$ cat src/verilog/bit_alu_pkg.sv
/*
 * constants, encodings and the flag layout shared by the bit test and compare datapath.
 * assumes a decoder that presents one operation per request pulse.
 */
// Operation
// - test-and-set: zero if bit 0, carry if 1
// - test-and-set then writes one into bit
// - bit xor: carry becomes carry xor bit
// - compare subtracts source, never writes back
// - byte compare to address register: sixteen-bit
// - byte compare from address register: low byte
// - no byte compare address register both sides
// - compare overflow on signed range exit
// - compare sign is result top bit
// - compare zero when result is zero
// - compare carry set when no borrow
// - quick immediate sign-extended from four bits
// - short format is byte only, limited operands
// - short format: never same register both sides
package bit_alu_pkg;
	// ----------------------------------------
	// operation codes
	// ----------------------------------------
	localparam logic [1:0] OP_NONE             = 2'h0;
	localparam logic [1:0] OP_BIT_TEST_THEN_SET = 2'h1;
	localparam logic [1:0] OP_BIT_XOR_INTO_CARRY = 2'h2;
	localparam logic [1:0] OP_COMPARE_OP       = 2'h3;
	// ----------------------------------------
	// compare formats
	// ----------------------------------------
	localparam logic [1:0] FMT_GENERIC = 2'h0;
	localparam logic [1:0] FMT_QUICK   = 2'h1;
	localparam logic [1:0] FMT_SHORT   = 2'h2;
	// ----------------------------------------
	// flag positions: u i o b s z d c
	// ----------------------------------------
	localparam int FLAG_C = 0;
	localparam int FLAG_D = 1;
	localparam int FLAG_Z = 2;
	localparam int FLAG_S = 3;
	localparam int FLAG_B = 4;
	localparam int FLAG_O = 5;
	localparam int FLAG_I = 6;
	localparam int FLAG_U = 7;
	localparam logic [7:0]  FLAGS_RESET = 8'h00;
	localparam logic [15:0] WORD_RESET  = 16'h0000;
	localparam int BYTE_MSB = 7;
	localparam int WORD_MSB = 15;
	localparam int QUICK_MSB = 3;
endpackage : bit_alu_pkg

$ cat src/verilog/bit_alu.sv
/*
 * execution datapath for bit test-and-set, bit xor into carry and compare.
 * assumes the decoder fetches operands and writes back dest_bit_out when
 * bit_write_out pulses; flags live here and are presented to the core.
 */
`timescale 1ns/10ps
module bit_alu (
	// clock and reset
	input  wire logic        sys_clk_in,
	input  wire logic        arst_n_in,
	// request
	input  wire logic        req_in,
	input  wire logic [1:0]  op_in,
	input  wire logic [1:0]  format_in,
	input  wire logic        wide_in,
	input  wire logic        src_is_areg_in,
	input  wire logic        dest_is_areg_in,
	input  wire logic        src_is_imm_in,
	input  wire logic [3:0]  src_reg_id_in,
	input  wire logic [3:0]  dest_reg_id_in,
	input  wire logic        bit_in,
	input  wire logic [15:0] src_in,
	input  wire logic [15:0] dest_in,
	// results
	output logic [7:0]       flags_out,
	output logic             bit_write_out,
	output logic             dest_bit_out,
	output logic             done_out,
	output logic             illegal_out
);
	// ----------------------------------------
	// state
	// ----------------------------------------
	typedef enum logic [1:0] {
		ST_IDLE = 2'b01,
		ST_DONE = 2'b10
	} state_t;
	typedef struct packed {
		state_t     state;
		logic [7:0] flags;
		logic       bit_write;
		logic       dest_bit;
		logic       illegal;
	} regs_t;
	regs_t r_q;
	regs_t r_d;

	logic [15:0] src_ext;
	logic [15:0] dest_ext;
	logic        cmp_wide;
	logic        bad_enc;
	logic        c_ovf;
	logic        c_sign;
	logic        c_zero;
	logic        c_carry;
	logic [15:0] chk_diff;

	// ----------------------------------------
	// operand shaping
	// ----------------------------------------
	always_comb begin
		cmp_wide = wide_in | dest_is_areg_in;
		if (format_in == bit_alu_pkg::FMT_QUICK) begin
			src_ext = {{12{src_in[bit_alu_pkg::QUICK_MSB]}}, src_in[3:0]};
		end else if (!wide_in) begin
			// byte source, address register or not, enters as its low byte
			src_ext = {8'h00, src_in[7:0]};
		end else begin
			src_ext = src_in;
		end
		// byte quick: sign lives inside the byte, zero above it even for an address dest
		if (format_in == bit_alu_pkg::FMT_QUICK && !wide_in) begin
			src_ext[15:8] = 8'h00;
		end
		dest_ext = cmp_wide ? dest_in : {8'h00, dest_in[7:0]};
		// encodings the decoder must never issue; flagged rather than executed
		bad_enc = 1'b0;
		if (!wide_in && src_is_areg_in && dest_is_areg_in) begin
			bad_enc = 1'b1;
		end
		if (format_in == bit_alu_pkg::FMT_SHORT) begin
			if (wide_in || src_is_areg_in) begin
				bad_enc = 1'b1;
			end
			if (!src_is_imm_in && src_reg_id_in == dest_reg_id_in) begin
				bad_enc = 1'b1;
			end
		end
	end

	compare_sub u_cmp (
		.dest_in   (dest_ext),
		.src_in    (src_ext),
		.wide_in   (cmp_wide),
		.ovf_out   (c_ovf),
		.sign_out  (c_sign),
		.zero_out  (c_zero),
		.carry_out (c_carry)
	);

	// ----------------------------------------
	// next state
	// ----------------------------------------
	always_comb begin
		r_d = r_q;
		r_d.bit_write = 1'b0;
		case (r_q.state)
			ST_IDLE, ST_DONE: begin
				r_d.state = ST_IDLE;
				if (req_in) begin
					r_d.state   = ST_DONE;
					r_d.illegal = 1'b0;
					case (op_in)
						bit_alu_pkg::OP_BIT_TEST_THEN_SET: begin
							r_d.flags[bit_alu_pkg::FLAG_Z] = ~bit_in;
							r_d.flags[bit_alu_pkg::FLAG_C] = bit_in;
							r_d.dest_bit  = 1'b1;
							r_d.bit_write = 1'b1;
						end
						bit_alu_pkg::OP_BIT_XOR_INTO_CARRY: begin
							r_d.flags[bit_alu_pkg::FLAG_C] =
								r_q.flags[bit_alu_pkg::FLAG_C] ^ bit_in;
						end
						bit_alu_pkg::OP_COMPARE_OP: begin
							if (bad_enc) begin
								r_d.illegal = 1'b1;
							end else begin
								// flags only; no result path exists
								r_d.flags[bit_alu_pkg::FLAG_O] = c_ovf;
								r_d.flags[bit_alu_pkg::FLAG_S] = c_sign;
								r_d.flags[bit_alu_pkg::FLAG_Z] = c_zero;
								r_d.flags[bit_alu_pkg::FLAG_C] = c_carry;
							end
						end
						default: begin
							r_d.state = ST_IDLE;
						end
					endcase
				end
			end
			default: begin
				r_d.state = ST_IDLE;
			end
		endcase
	end

	always_ff @(posedge sys_clk_in or negedge arst_n_in) begin
		if (!arst_n_in) begin
			r_q.state     <= ST_IDLE;
			r_q.flags     <= bit_alu_pkg::FLAGS_RESET;
			r_q.bit_write <= 1'b0;
			r_q.dest_bit  <= 1'b0;
			r_q.illegal   <= 1'b0;
		end else begin
			r_q <= r_d;
		end
	end

	assign flags_out     = r_q.flags;
	assign bit_write_out = r_q.bit_write;
	assign dest_bit_out  = r_q.dest_bit;
	assign done_out      = (r_q.state == ST_DONE);
	assign illegal_out   = r_q.illegal;

	// ----------------------------------------
	// checks
	// ----------------------------------------
	a_tset_flags: assert property (@(posedge sys_clk_in) disable iff (!arst_n_in)
		req_in && op_in == bit_alu_pkg::OP_BIT_TEST_THEN_SET |=>
		flags_out[bit_alu_pkg::FLAG_C] == $past(bit_in) &&
		flags_out[bit_alu_pkg::FLAG_Z] == !$past(bit_in))
		else $error("test-and-set flags wrong");
	a_tset_write: assert property (@(posedge sys_clk_in) disable iff (!arst_n_in)
		req_in && op_in == bit_alu_pkg::OP_BIT_TEST_THEN_SET |=> bit_write_out && dest_bit_out)
		else $error("test-and-set did not write one");
	a_xor_carry: assert property (@(posedge sys_clk_in) disable iff (!arst_n_in)
		req_in && op_in == bit_alu_pkg::OP_BIT_XOR_INTO_CARRY |=>
		flags_out[bit_alu_pkg::FLAG_C] == ($past(flags_out[bit_alu_pkg::FLAG_C]) ^ $past(bit_in)))
		else $error("xor carry wrong");
	a_cmp_nowrite: assert property (@(posedge sys_clk_in) disable iff (!arst_n_in)
		req_in && op_in == bit_alu_pkg::OP_COMPARE_OP |=> !bit_write_out)
		else $error("compare wrote back");
	a_cmp_zero: assert property (@(posedge sys_clk_in) disable iff (!arst_n_in)
		req_in && op_in == bit_alu_pkg::OP_COMPARE_OP && !bad_enc && wide_in |=>
		flags_out[bit_alu_pkg::FLAG_Z] == ($past(dest_in) == $past(src_ext)))
		else $error("compare zero wrong");
	a_cmp_carry: assert property (@(posedge sys_clk_in) disable iff (!arst_n_in)
		req_in && op_in == bit_alu_pkg::OP_COMPARE_OP && !bad_enc && wide_in |=>
		flags_out[bit_alu_pkg::FLAG_C] == ($past(dest_in) >= $past(src_ext)))
		else $error("compare carry wrong");
	a_byte_areg: assert property (@(posedge sys_clk_in) disable iff (!arst_n_in)
		req_in && op_in == bit_alu_pkg::OP_COMPARE_OP && !wide_in &&
		src_is_areg_in && dest_is_areg_in |=> illegal_out)
		else $error("double address register byte compare accepted");
	a_keep_os: assert property (@(posedge sys_clk_in) disable iff (!arst_n_in)
		req_in && op_in != bit_alu_pkg::OP_COMPARE_OP |=>
		$stable(flags_out[bit_alu_pkg::FLAG_S]) && $stable(flags_out[bit_alu_pkg::FLAG_O]))
		else $error("bit op touched sign or overflow");
	a_keep_high: assert property (@(posedge sys_clk_in) disable iff (!arst_n_in)
		$stable(flags_out[7:6]) && $stable(flags_out[4]) && $stable(flags_out[1]))
		else $error("unlisted flag changed");

	// difference formed apart from the subtractor that it checks
	assign chk_diff = dest_ext - src_ext;

	a_cmp_sign_bit: assert property (@(posedge sys_clk_in) disable iff (!arst_n_in)
		req_in && op_in == bit_alu_pkg::OP_COMPARE_OP && !bad_enc |=>
		flags_out[bit_alu_pkg::FLAG_S] ==
		($past(cmp_wide) ? $past(chk_diff[15]) : $past(chk_diff[7])))
		else $error("compare sign wrong");
	a_cmp_ovf_word: assert property (@(posedge sys_clk_in) disable iff (!arst_n_in)
		req_in && op_in == bit_alu_pkg::OP_COMPARE_OP && !bad_enc && cmp_wide |=>
		flags_out[bit_alu_pkg::FLAG_O] == ($past(dest_ext[15] != src_ext[15]) &&
		$past(chk_diff[15] != dest_ext[15])))
		else $error("word compare overflow wrong");
	a_cmp_ovf_byte: assert property (@(posedge sys_clk_in) disable iff (!arst_n_in)
		req_in && op_in == bit_alu_pkg::OP_COMPARE_OP && !bad_enc && !cmp_wide |=>
		flags_out[bit_alu_pkg::FLAG_O] == ($past(dest_ext[7] != src_ext[7]) &&
		$past(chk_diff[7] != dest_ext[7])))
		else $error("byte compare overflow wrong");
	a_byte_zero: assert property (@(posedge sys_clk_in) disable iff (!arst_n_in)
		req_in && op_in == bit_alu_pkg::OP_COMPARE_OP && !bad_enc && !cmp_wide |=>
		flags_out[bit_alu_pkg::FLAG_Z] == ($past(chk_diff[7:0]) == 8'h00))
		else $error("byte compare zero wrong");
	a_areg_zext: assert property (@(posedge sys_clk_in) disable iff (!arst_n_in)
		req_in && op_in == bit_alu_pkg::OP_COMPARE_OP && !wide_in && dest_is_areg_in |->
		cmp_wide && src_ext[15:8] == 8'h00)
		else $error("byte compare to address register not widened");
	a_areg_low: assert property (@(posedge sys_clk_in) disable iff (!arst_n_in)
		req_in && op_in == bit_alu_pkg::OP_COMPARE_OP && !wide_in && src_is_areg_in &&
		format_in != bit_alu_pkg::FMT_QUICK |-> src_ext[7:0] == src_in[7:0])
		else $error("address register source not its low byte");
	a_quick_sext: assert property (@(posedge sys_clk_in) disable iff (!arst_n_in)
		req_in && op_in == bit_alu_pkg::OP_COMPARE_OP && format_in == bit_alu_pkg::FMT_QUICK |->
		src_ext[7:3] == {5{src_in[3]}})
		else $error("quick immediate not sign extended");
	a_short_byte: assert property (@(posedge sys_clk_in) disable iff (!arst_n_in)
		req_in && op_in == bit_alu_pkg::OP_COMPARE_OP && format_in == bit_alu_pkg::FMT_SHORT &&
		wide_in |=> illegal_out)
		else $error("word short compare accepted");
	a_short_same: assert property (@(posedge sys_clk_in) disable iff (!arst_n_in)
		req_in && op_in == bit_alu_pkg::OP_COMPARE_OP && format_in == bit_alu_pkg::FMT_SHORT &&
		!src_is_imm_in && src_reg_id_in == dest_reg_id_in |=> illegal_out)
		else $error("short compare with one register accepted");
	a_refused_flags: assert property (@(posedge sys_clk_in) disable iff (!arst_n_in)
		req_in && op_in == bit_alu_pkg::OP_COMPARE_OP && bad_enc |=> $stable(flags_out))
		else $error("refused compare changed flags");
endmodule : bit_alu

$ cat src/verilog/compare_sub.sv
/*
 * compare subtractor: forms flags of dest minus src at byte or word width.
 * assumes operands already extended by the caller; purely combinational.
 */
`timescale 1ns/10ps
module compare_sub (
	// operands
	input  wire logic [15:0] dest_in,
	input  wire logic [15:0] src_in,
	input  wire logic        wide_in,
	// flags
	output logic             ovf_out,
	output logic             sign_out,
	output logic             zero_out,
	output logic             carry_out
);
	logic [16:0] diff;
	always_comb begin
		diff = {1'b0, dest_in} - {1'b0, src_in};
		if (wide_in) begin
			ovf_out   = (dest_in[15] ^ src_in[15]) & (dest_in[15] ^ diff[15]);
			sign_out  = diff[15];
			zero_out  = (diff[15:0] == 16'h0000);
			carry_out = ~diff[16];
		end else begin
			ovf_out   = (dest_in[7] ^ src_in[7]) & (dest_in[7] ^ diff[7]);
			sign_out  = diff[7];
			zero_out  = (diff[7:0] == 8'h00);
			carry_out = (dest_in[7:0] >= src_in[7:0]);
		end
	end
endmodule : compare_sub

$ cat config.mk
export PLATFORM = sky130hd
export DESIGN_NAME = bit_alu
export DESIGN_NICKNAME = d
export VERILOG_FILES = /design/src/verilog/bit_alu_pkg.sv /design/src/verilog/bit_alu.sv /design/src/verilog/compare_sub.sv
export SDC_FILE = /design/constraint.sdc
export NUM_CORES = 1
export LEC_CHECK = 0
export BUFFER_PORTS_ARGS = -buffer_cell sky130_fd_sc_hd__buf_2
export CORE_MARGIN = 2
export CORE_UTILIZATION = 40
export CTS_CLUSTER_SIZE = 24
export DETAILED_ROUTE_END_ITERATION = 8
export MAX_ROUTING_LAYER = met4
export PLACE_DENSITY = 0.68
export SYNTH_ARGS = -nofsm -noshare
export SYNTH_HDL_FRONTEND = slang
export SYNTH_HIERARCHICAL = 1
export SYNTH_SLANG_ARGS = --single-unit
$ cat constraint.sdc
create_clock -name sys_clk_in -period 2 [get_ports sys_clk_in]
set_clock_uncertainty 0.1 [all_clocks]
set_input_delay 0.5 -clock sys_clk_in [delete_from_list [all_inputs] [get_ports sys_clk_in]]
set_output_delay 0.5 -clock sys_clk_in [all_outputs]
set_load 0.01 [all_outputs]
== Word level (Yosys, flattened, before mapping) ==
Cells that the tools add are included.

* Add/subtract/negate cells: 1
* Order comparisons: 1
* Eq/ne operators: 9
* Muxes and demuxes: 24
* Bitwise logic cells: 11
* Reduce and logical (&&, ||, !) cells: 18

{| class="wikitable"
|+ Operators by type and width
! cell !! count
|-
| 16-bit two-way mux || 3
|-
| 16-bit by 16-bit subtractor with 17-bit output || 1
|-
| 16-bit zero test || 1
|-
| 1-bit two-way mux || 12
|-
| 4-bit AND reduction || 3
|-
| 2-bit == test (second input constant) || 4
|-
| 8-bit >= comparator || 1
|-
| 8-bit zero test || 1
|-
| 2-bit two-way mux || 4
|-
| 8-bit two-way mux || 1
|-
| 2-bit by 1-bit == test with 1-bit output (second input constant) || 3
|-
| 3-bit two-way mux || 2
|-
| 1-bit bitwise XOR || 5
|-
| 4-bit == test || 1
|-
| 1-bit logical AND || 4
|-
| 1-bit inverter || 3
|-
| 1-bit one-hot mux with 3 select lines || 1
|-
| 3-bit AND reduction || 1
|-
| 3-bit nonzero test || 1
|-
| 3-bit OR reduction || 1
|-
| 1-bit AND || 2
|-
| 1-bit zero test || 2
|-
| 2-bit inequality test (second input constant) || 1
|-
| 1-bit one-hot mux with 2 select lines || 1
|-
| other kinds (5) || 5
|}

* Flip-flop bits (word level): 9

== Logic depth before layout (Yosys ltp) ==
Gate-level depths: netlist (run 1).

* Depth after elaboration: 11
* Mapped depth: 18
* Mapped depth without buffers: 16

== Cells and area by module ==
Netlist (run 1), hierarchy kept.

{| class="wikitable"
|+ By module, submodules not included
! module !! instances !! cells an instance !! area each (um^2) !! seq. area each (um^2)
|-
| compare_sub || 1 || 115 || 777.0 || 0.0
|-
| bit_alu || 1 || 97 || 769.5 || 226.5
|}

== Worst setup path before layout (run 1) ==
OpenSTA, ideal clock, no wires.

* Path kind: in2reg
* Start: input format_in[1]
* End: register r_q (netlist bit flags_out[2])
* Arrival: 3.016 ns
* Required time: 1.813 ns
* Slack: -1.202 ns
* Cell stages on the path: 16
* Buffers on the path: 2
* Path through: nand3b_1 -> clkbuf_1 -> nand2_1 -> inv_1 -> ha_1 -> buf_6 -> a21oi_2 -> o21ai_1 -> nand2_1 -> a311oi_1 -> a2111o_1 -> a221oi_2 -> o211ai_1 -> a211oi_2 -> o2111ai_1 -> o211ai_1

* Elaborated cells between the ends (all ways): 14

{| class="wikitable"
|+ RTL lines
! element !! RTL line !! source
|-
| start, declared || bit_alu.sv:14 || <nowiki>input wire logic [1:0] format_in,</nowiki>
|-
| 2-bit by 1-bit == test with 1-bit output * || bit_alu.sv:63 || <nowiki>if (format_in == bit_alu_pkg::FMT_QUICK) begin</nowiki>
|-
| 16-bit two-way mux * || bit_alu.sv:63 ||
|-
| net src_ext[7] || bit_alu.sv:48 || <nowiki>logic [15:0] src_ext;</nowiki>
|-
| 16-bit by 16-bit subtractor with 17-bit output * || compare_sub.sv:19 || <nowiki>diff = {1'b0, dest_in} - {1'b0, src_in};</nowiki>
|-
| 16-bit zero test / 8-bit zero test (equally long branches) || compare_sub.sv:23, compare_sub.sv:28 ||
|-
| 1-bit two-way mux * || compare_sub.sv:20 || <nowiki>if (wide_in) begin</nowiki>
|-
| net c_zero || bit_alu.sv:54 || <nowiki>logic c_zero;</nowiki>
|-
| 1-bit two-way mux * || bit_alu.sv:125 || <nowiki>if (bad_enc) begin</nowiki>
|-
| 1-bit one-hot mux with 2 select lines * || bit_alu.sv:113 || <nowiki>case (op_in)</nowiki>
|-
| end signal, assigned || bit_alu.sv:155 || <nowiki>r_q <= r_d;</nowiki>
|-
| end, declared || bit_alu.sv:45 || <nowiki>regs_t r_q;</nowiki>
|}

Mark *: on every way through the listed nets, which the timed path passes. The rest lies on a longest branch. The select of a mux whose other input is x is not followed.
A chain may end at the register's enable or synchronous reset.

== Final worst setup path (run 1) ==
Same ends and word-level chain as after synthesis.

==> flow_metrics.tcl, run 1 <==
set metrics [dict create \
    cts_buffer_depth 2 \
    yosysMostFrequentCell "inv_1" \
    cp-start-kind "input pin" \
    swShare 0.376 \
    worstPathCellList "buf_6, nand3b_1, buf_6, nand2_2, inv_2, ha_4, a21oi_4, o21ai_2, nand2_2, a311oi_2, a2111o_1, a221oi_2, o211ai_1, a211oi_2, o2111ai_1, o211ai_1" \
    clockPowerShare 0.181 \
    cp.required_ns 2.05 \
    clock_tree.root_cell "clkbuf_8" \
    vdd_drop_max_v 0.000195 \
    place_inst 340 \
    p_sw_w 0.000440 \
    powerDensity_nw_per_um2 509 \
    synth_flop_cell "dfrtp_1" \
    num_vias 1771 \
    total_leakage_power_nw 1.12 \
    synth_area_leaders "ha_1 14%, dfrtp_1 13%, inv_1 7.0%" \
    synth_top_area_cell "ha_1" \
    clkSlewWorstSetupHoldPaths_ns 0.05 \
    maxSlewViolCount 0 \
    hold_viol 0 \
    die_w_um 66.2 \
    synth_edf_count 0 \
    syn-cell-area_um2 1550 \
    rows 22 \
    grt_first_pass_wirelength_um 6780 \
    pre_cts_ws_ns -1.37 \
    power_frac_seq 0.221 \
    wire_per_inst_um 12.1 \
    setup_viol 4 \
    grt_pass1_vias 1612 \
    htree_levels 1 \
    place_congestion 0.812 \
    synth_warnings 6 \
    drc_errors 0 \
    grt_usage 0.199 \
    synth_compound_area_frac 0.297 \
    drt_iter0_markers 155 \
    chipHeight_um 66.2 \
    cts_inserted_buffers 3 \
    nFillCells 348 \
    syn2layout_area_growth_pct 48.8 \
    synth_mux_area_frac 0.0291 \
    place.port_buffers 59 \
    vias_per_cell 5.12 \
    yosysUniqueCellTypes 54 \
    io_pins 64 \
    final_cell_area_um2 2300 \
    grt_overflow 0 \
    end_kind "register" \
    crit_arrival_ns 3.03 \
    cts_tree "done" \
    violations "negative setup slack" \
    crit_slowest_cell "a2111o_1" \
    synth_top_family_by_area "compound AO/OA/AOI/OAI gates" \
    fin_cells 346 \
    place_area_um2 2090 \
    hpwl_um 3440 \
    fmax_ghz 0.336 \
    ys_seq_elements 9 \
    rsz0062_at_grt "yes" \
    netlist.area_leader.share 0.138 \
    crit_type "input pin to register" \
    die_area_um2 4380 \
    critPathMaxFanout 8 \
    hold_class "input pin to async pin" \
    synth_common_cells "29 x inv_1, 20 x nand2_1, 17 x ha_1" \
    comb_power_share 0.598 \
    coreArea_um2 3690 \
    syn_inst 212 \
    internal_power_w 0.000731 \
    slowest_delay_ns 0.38 \
    yosysSeqAreaShare 0.146 \
    yosys.area_share.simple 0.203 \
    avgSynthCellArea_um2 7.29 \
    synth_xor_area_frac 0.0510 \
    postRouteAntennaNets 0 \
    nets 368 \
    drt-total-wl_um 4180 \
    outcome "finished with violations" \
    insertion_delay_ns 0.24 \
    rrSetupSlack_ns 0.16 \
    start_util 0.419 \
    worst_slack_ns -0.974 \
    synth-adder-area-share 0.138 \
    cap_violations 0 \
    timing.final.crit_share 1.49 \
    total_power_w 0.00117 \
    fin_crit_ns 2.97 \
    async_flop_share 1.00 \
    drive_gt1_frac 0.456 \
    cts_sinks 9 \
    antenna_found_initial 0 \
    diodes 0 \
    grt_max_degree 14 \
    dr.pass1.iters 4 \
]
## worst paths after layout
| kind | endpoint | cells after the start | start |
|---|---|---|---|
| min in group sys_clk_in | flags_out[5]$_DFFE_PN0P_ | 1 | flags_out[5]$_DFFE_PN0P_ |
| worst min-delay path | flags_out[0]$_DFFE_PN0P_ | 1 | arst_n_in |
| worst max register to register | flags_out[0]$_DFFE_PN0P_ | 6 | r_q[11]$_DFF_PN1_ |
| max in group asynchronous | r_q[11]$_DFF_PN1_ | 1 | arst_n_in |
| worst min register to register | flags_out[5]$_DFFE_PN0P_ | 1 | flags_out[5]$_DFFE_PN0P_ |
| worst max-delay path | flags_out[2]$_DFFE_PN0P_ | 16 | format_in[1] |
## stage by stage
stage | setup TNS, ns | utilization | hold WS [ns]
after CTS | -2.81 | 0.613 | 0.00938
after floorplan | -3.47 | - | 0.104
after global placement | -4.50 | 0.565 | 0.260
after detailed placement | -4.70 | 0.565 | 0.259
final | -2.88 | 0.624 | 0.00733
after global routing | -3.48 | 0.624 | 0.0118
## worst max-delay path: cells and delay by family
family / cells / cell delay, ns
AO/OA/AOI/OAI: 9 / 1.65
adder cells (fa/ha/maj): 1 / 0.25
AND/OR/NAND/NOR: 3 / 0.32
buffers and inverters: 3 / 0.30
## cell type report
type                            instances  area [um^2]  area share
Timing Repair Buffer                   92          553       0.240
Clock buffer                            4         45.0      0.0196
Tap cell                               48         60.1      0.0261
Sequential cell                         9          226      0.0984
Multi-Input combinational cell        161         1300       0.563
Inverter                               32          120      0.0522
## sequential cells by signal, indices dropped and copies added, names as in the netlist
signal         count
illegal_out        1
bit_write_out      1
dest_bit_out       1
flags_out          4
r_q                2
## power by group through the flow
stage / logic (W) / clock network, W / registers (W)
after floorplan: 0.000440 / 0 / 0.000258
after global placement: 0.000611 / 0 / 0.000260
after detailed placement: 0.000623 / 0 / 0.000261
after CTS: 0.000685 / 0.000215 / 0.000258
after global routing: 0.000776 / 0.000230 / 0.000263
final: 0.000701 / 0.000212 / 0.000258
## logic make-up (layout without fill, tap and decap cells)
logic type               Yosys count  in the layout
AO/OA/AOI/OAI                     64             64
XOR/XNOR                           9              9
adder cells (fa/ha/maj)           17             17
buffers and inverters             45            128
flip-flops                         9              9
multiplexers                       4              4
other                              1              4
AND/OR/NAND/NOR                   63             63
## per-layer routing
metal | part of all wire | GRT usage | vias up | wire length (um)
li1 | - | - | 902 | -
met1 | 0.44 | 0.246 | 803 | 1840
met2 | 0.50 | 0.353 | 64 | 2080
met3 | 0.058 | 0.0256 | 2 | 244
met4 | 0.0036 | 0.0306 | 0 | 15
met5 | 0 | - | - | 0
## repair_timing
action	in CTS	in global routing
buffers inserted	1	1
endpoints found under the setup margin	4	4
pin swaps	12	9
hold buffers	0	0
gates resized for setup	22	11
cloned	0	0
## cell usage in the layout, fill, tap and decap left out, types with 8 or more instances in the layout
cell and instances:
ha_4 8, nor2b_1 8, inv_1 24, buf_4 32, buf_2 58, nand2_1 17
o21ai_0 8, nor2_1 8, ha_1 9, a21boi_1 8, dfrtp_1 8
(Power assumes the default switching activity.)
==> run 2, diff against run 1 <==
==> constraint.sdc (replaced) <==
create_clock -name sys_clk_in -period 3.2 [get_ports sys_clk_in]
set_clock_uncertainty 0.1 [all_clocks]
set_input_delay 0.8 -clock sys_clk_in [delete_from_list [all_inputs] [get_ports sys_clk_in]]
set_output_delay 0.8 -clock sys_clk_in [all_outputs]
set_load 0.005 [all_outputs]
==> flow_metrics.tcl, run 2 (synthesis results as in run 1) <==
set metrics [dict create \
    grt_max_degree 14 \
    cp.required_ns 3.25 \
    outcome "finished with violations" \
    maxSlewViolCount 0 \
    chipHeight_um 66.2 \
    htree_levels 1 \
    cts_tree "done" \
    grt_usage 0.182 \
    hpwl_um 3170 \
    cap_violations 0 \
    critPathMaxFanout 7 \
    largest_reg_flops 4 \
    worst_slack_ns -0.227 \
    place.port_buffers 59 \
    worst_pin_slew_ns 0.621 \
    drc_errors 0 \
    timing.final.crit_share 1.07 \
    cts_buffer_depth 2 \
    setup_viol 2 \
    postCtsHoldBufs 0 \
    total_leakage_power_nw 1.10 \
    vias_per_cell 4.97 \
    postRouteAntennaNets 0 \
    start_util 0.419 \
    rows 22 \
    diodes 0 \
    fin_crit_ns 3.43 \
    fmax_ghz 0.292 \
    rsz0062_at_grt "yes" \
    cts_sinks 9 \
    drt-total-wl_um 3890 \
    grt_first_pass_wirelength_um 6200 \
    cts_inserted_buffers 3 \
    antenna_found_initial 0 \
    place_congestion 0.843 \
    violations "negative setup slack" \
    drt_iter0_markers 85 \
    clkSlewWorstSetupHoldPaths_ns 0.04 \
    hold_viol 0 \
    die_w_um 66.2 \
    timing.setup.tns_ns -0.256 \
    grt_pass1_vias 1498 \
    dr.pass1.iters 5 \
    fin_cells 342 \
    wire_per_inst_um 11.4 \
    drive_gt1_frac 0.422 \
    hold_class "input pin to async pin" \
    clock_tree.root_cell "clkbuf_8" \
    place_inst 335 \
    coreArea_um2 3690 \
    insertion_delay_ns 0.23 \
    nets 364 \
    final_cell_mix "58 x buf_2, 28 x buf_4, 26 x inv_1" \
    die_area_um2 4380 \
    crit_arrival_ns 3.48 \
    vdd_drop_max_v 0.000126 \
    crit_type "input pin to register" \
    final_common_cell "buf_2" \
    end_kind "register" \
    cp-start-kind "input pin" \
    powerDensity_nw_per_um2 311 \
    grt_overflow 0 \
    num_vias 1701 \
    max-slew-margin-rel 0.583 \
    io_pins 64 \
    syn2layout_area_growth_pct 44.9 \
]
-- run 2: final cells by class --
cell class	instances	area, um^2
flip-flops and latches	9	226
fillers	341	1450
inverters	32	120
repair buffers	88	532
clock buffers	4	45.0
well taps	48	60.1
multi-input cells	161	1260
-- run 2: worst max-delay path, stage by stage --
cell	delay (ns)
buf_6	0.09
nand3b_1	0.29
buf_4	0.23
a21boi_2	0.14
inv_2	0.05
ha_4	0.28
nor2_4	0.04
nor2_2	0.13
nand3_1	0.09
a31o_2	0.25
a31o_4	0.23
a221oi_2	0.20
o211ai_1	0.14
a211oi_2	0.22
o2111ai_1	0.11
o211ai_1	0.17
-- run 2: metal layers --
layer,part of all wire,vias to the layer above,global-route usage,wire length [um]
met5,0,-,-,0
met4,0.0051,0,0.0306,20
met3,0.063,3,0.0273,244
met2,0.49,51,0.318,1910
met1,0.44,747,0.226,1710
li1,-,900,-,-
-- run 2: where the power goes --
| part | switching, W | internal (W) |
|---|---|---|
| combinational | 0.000194 | 0.000212 |
| sequential | 0.0000153 | 0.000145 |
| clock | 0.0000439 | 0.0000867 |
-- run 2: per-stage QoR --
stage | setup slack [ns] | util | instance area (um^2) | hold slack (ns) | total power (W)
2_1_floorplan | -0.152 | - | 1580 | 0.358 | 0.000419
3_3_place_gp | -0.393 | 0.554 | 2040 | 0.342 | 0.000523
3_5_place_dp | -0.430 | 0.554 | 2040 | 0.346 | 0.000528
4_1_cts | -0.143 | 0.578 | 2130 | 0.314 | 0.000673
5_1_grt | -0.420 | 0.608 | 2240 | 0.320 | 0.000759
6_report | -0.227 | 0.608 | 2240 | 0.308 | 0.000697
-- run 2: worst paths after layout --
path,startpoint,to,slack (ns),cells past startpoint
min in group sys_clk_in,dest_bit_out$_DFFE_PN0P_,dest_bit_out$_DFFE_PN0P_,0.36,1
max,format_in[1],flags_out[2]$_DFFE_PN0P_,-0.23,16
min,arst_n_in,flags_out[0]$_DFFE_PN0P_,0.31,1
max reg2reg,r_q[11]$_DFF_PN1_,flags_out[0]$_DFFE_PN0P_,1.37,6
min reg2reg,dest_bit_out$_DFFE_PN0P_,dest_bit_out$_DFFE_PN0P_,0.36,1
max in group asynchronous,arst_n_in,r_q[11]$_DFF_PN1_,2.45,1
-- run 2: repair_timing --
| item | 4_1_cts | 5_1_grt |
|---|---|---|
| endpoints found under the hold margin | 0 | 0 |
| gates resized for setup | 6 | 15 |
| setup buffers | 0 | 3 |
| gates cloned | 0 | 0 |
| pin swaps | 7 | 18 |
| setup endpoints to repair | 2 | 4 |
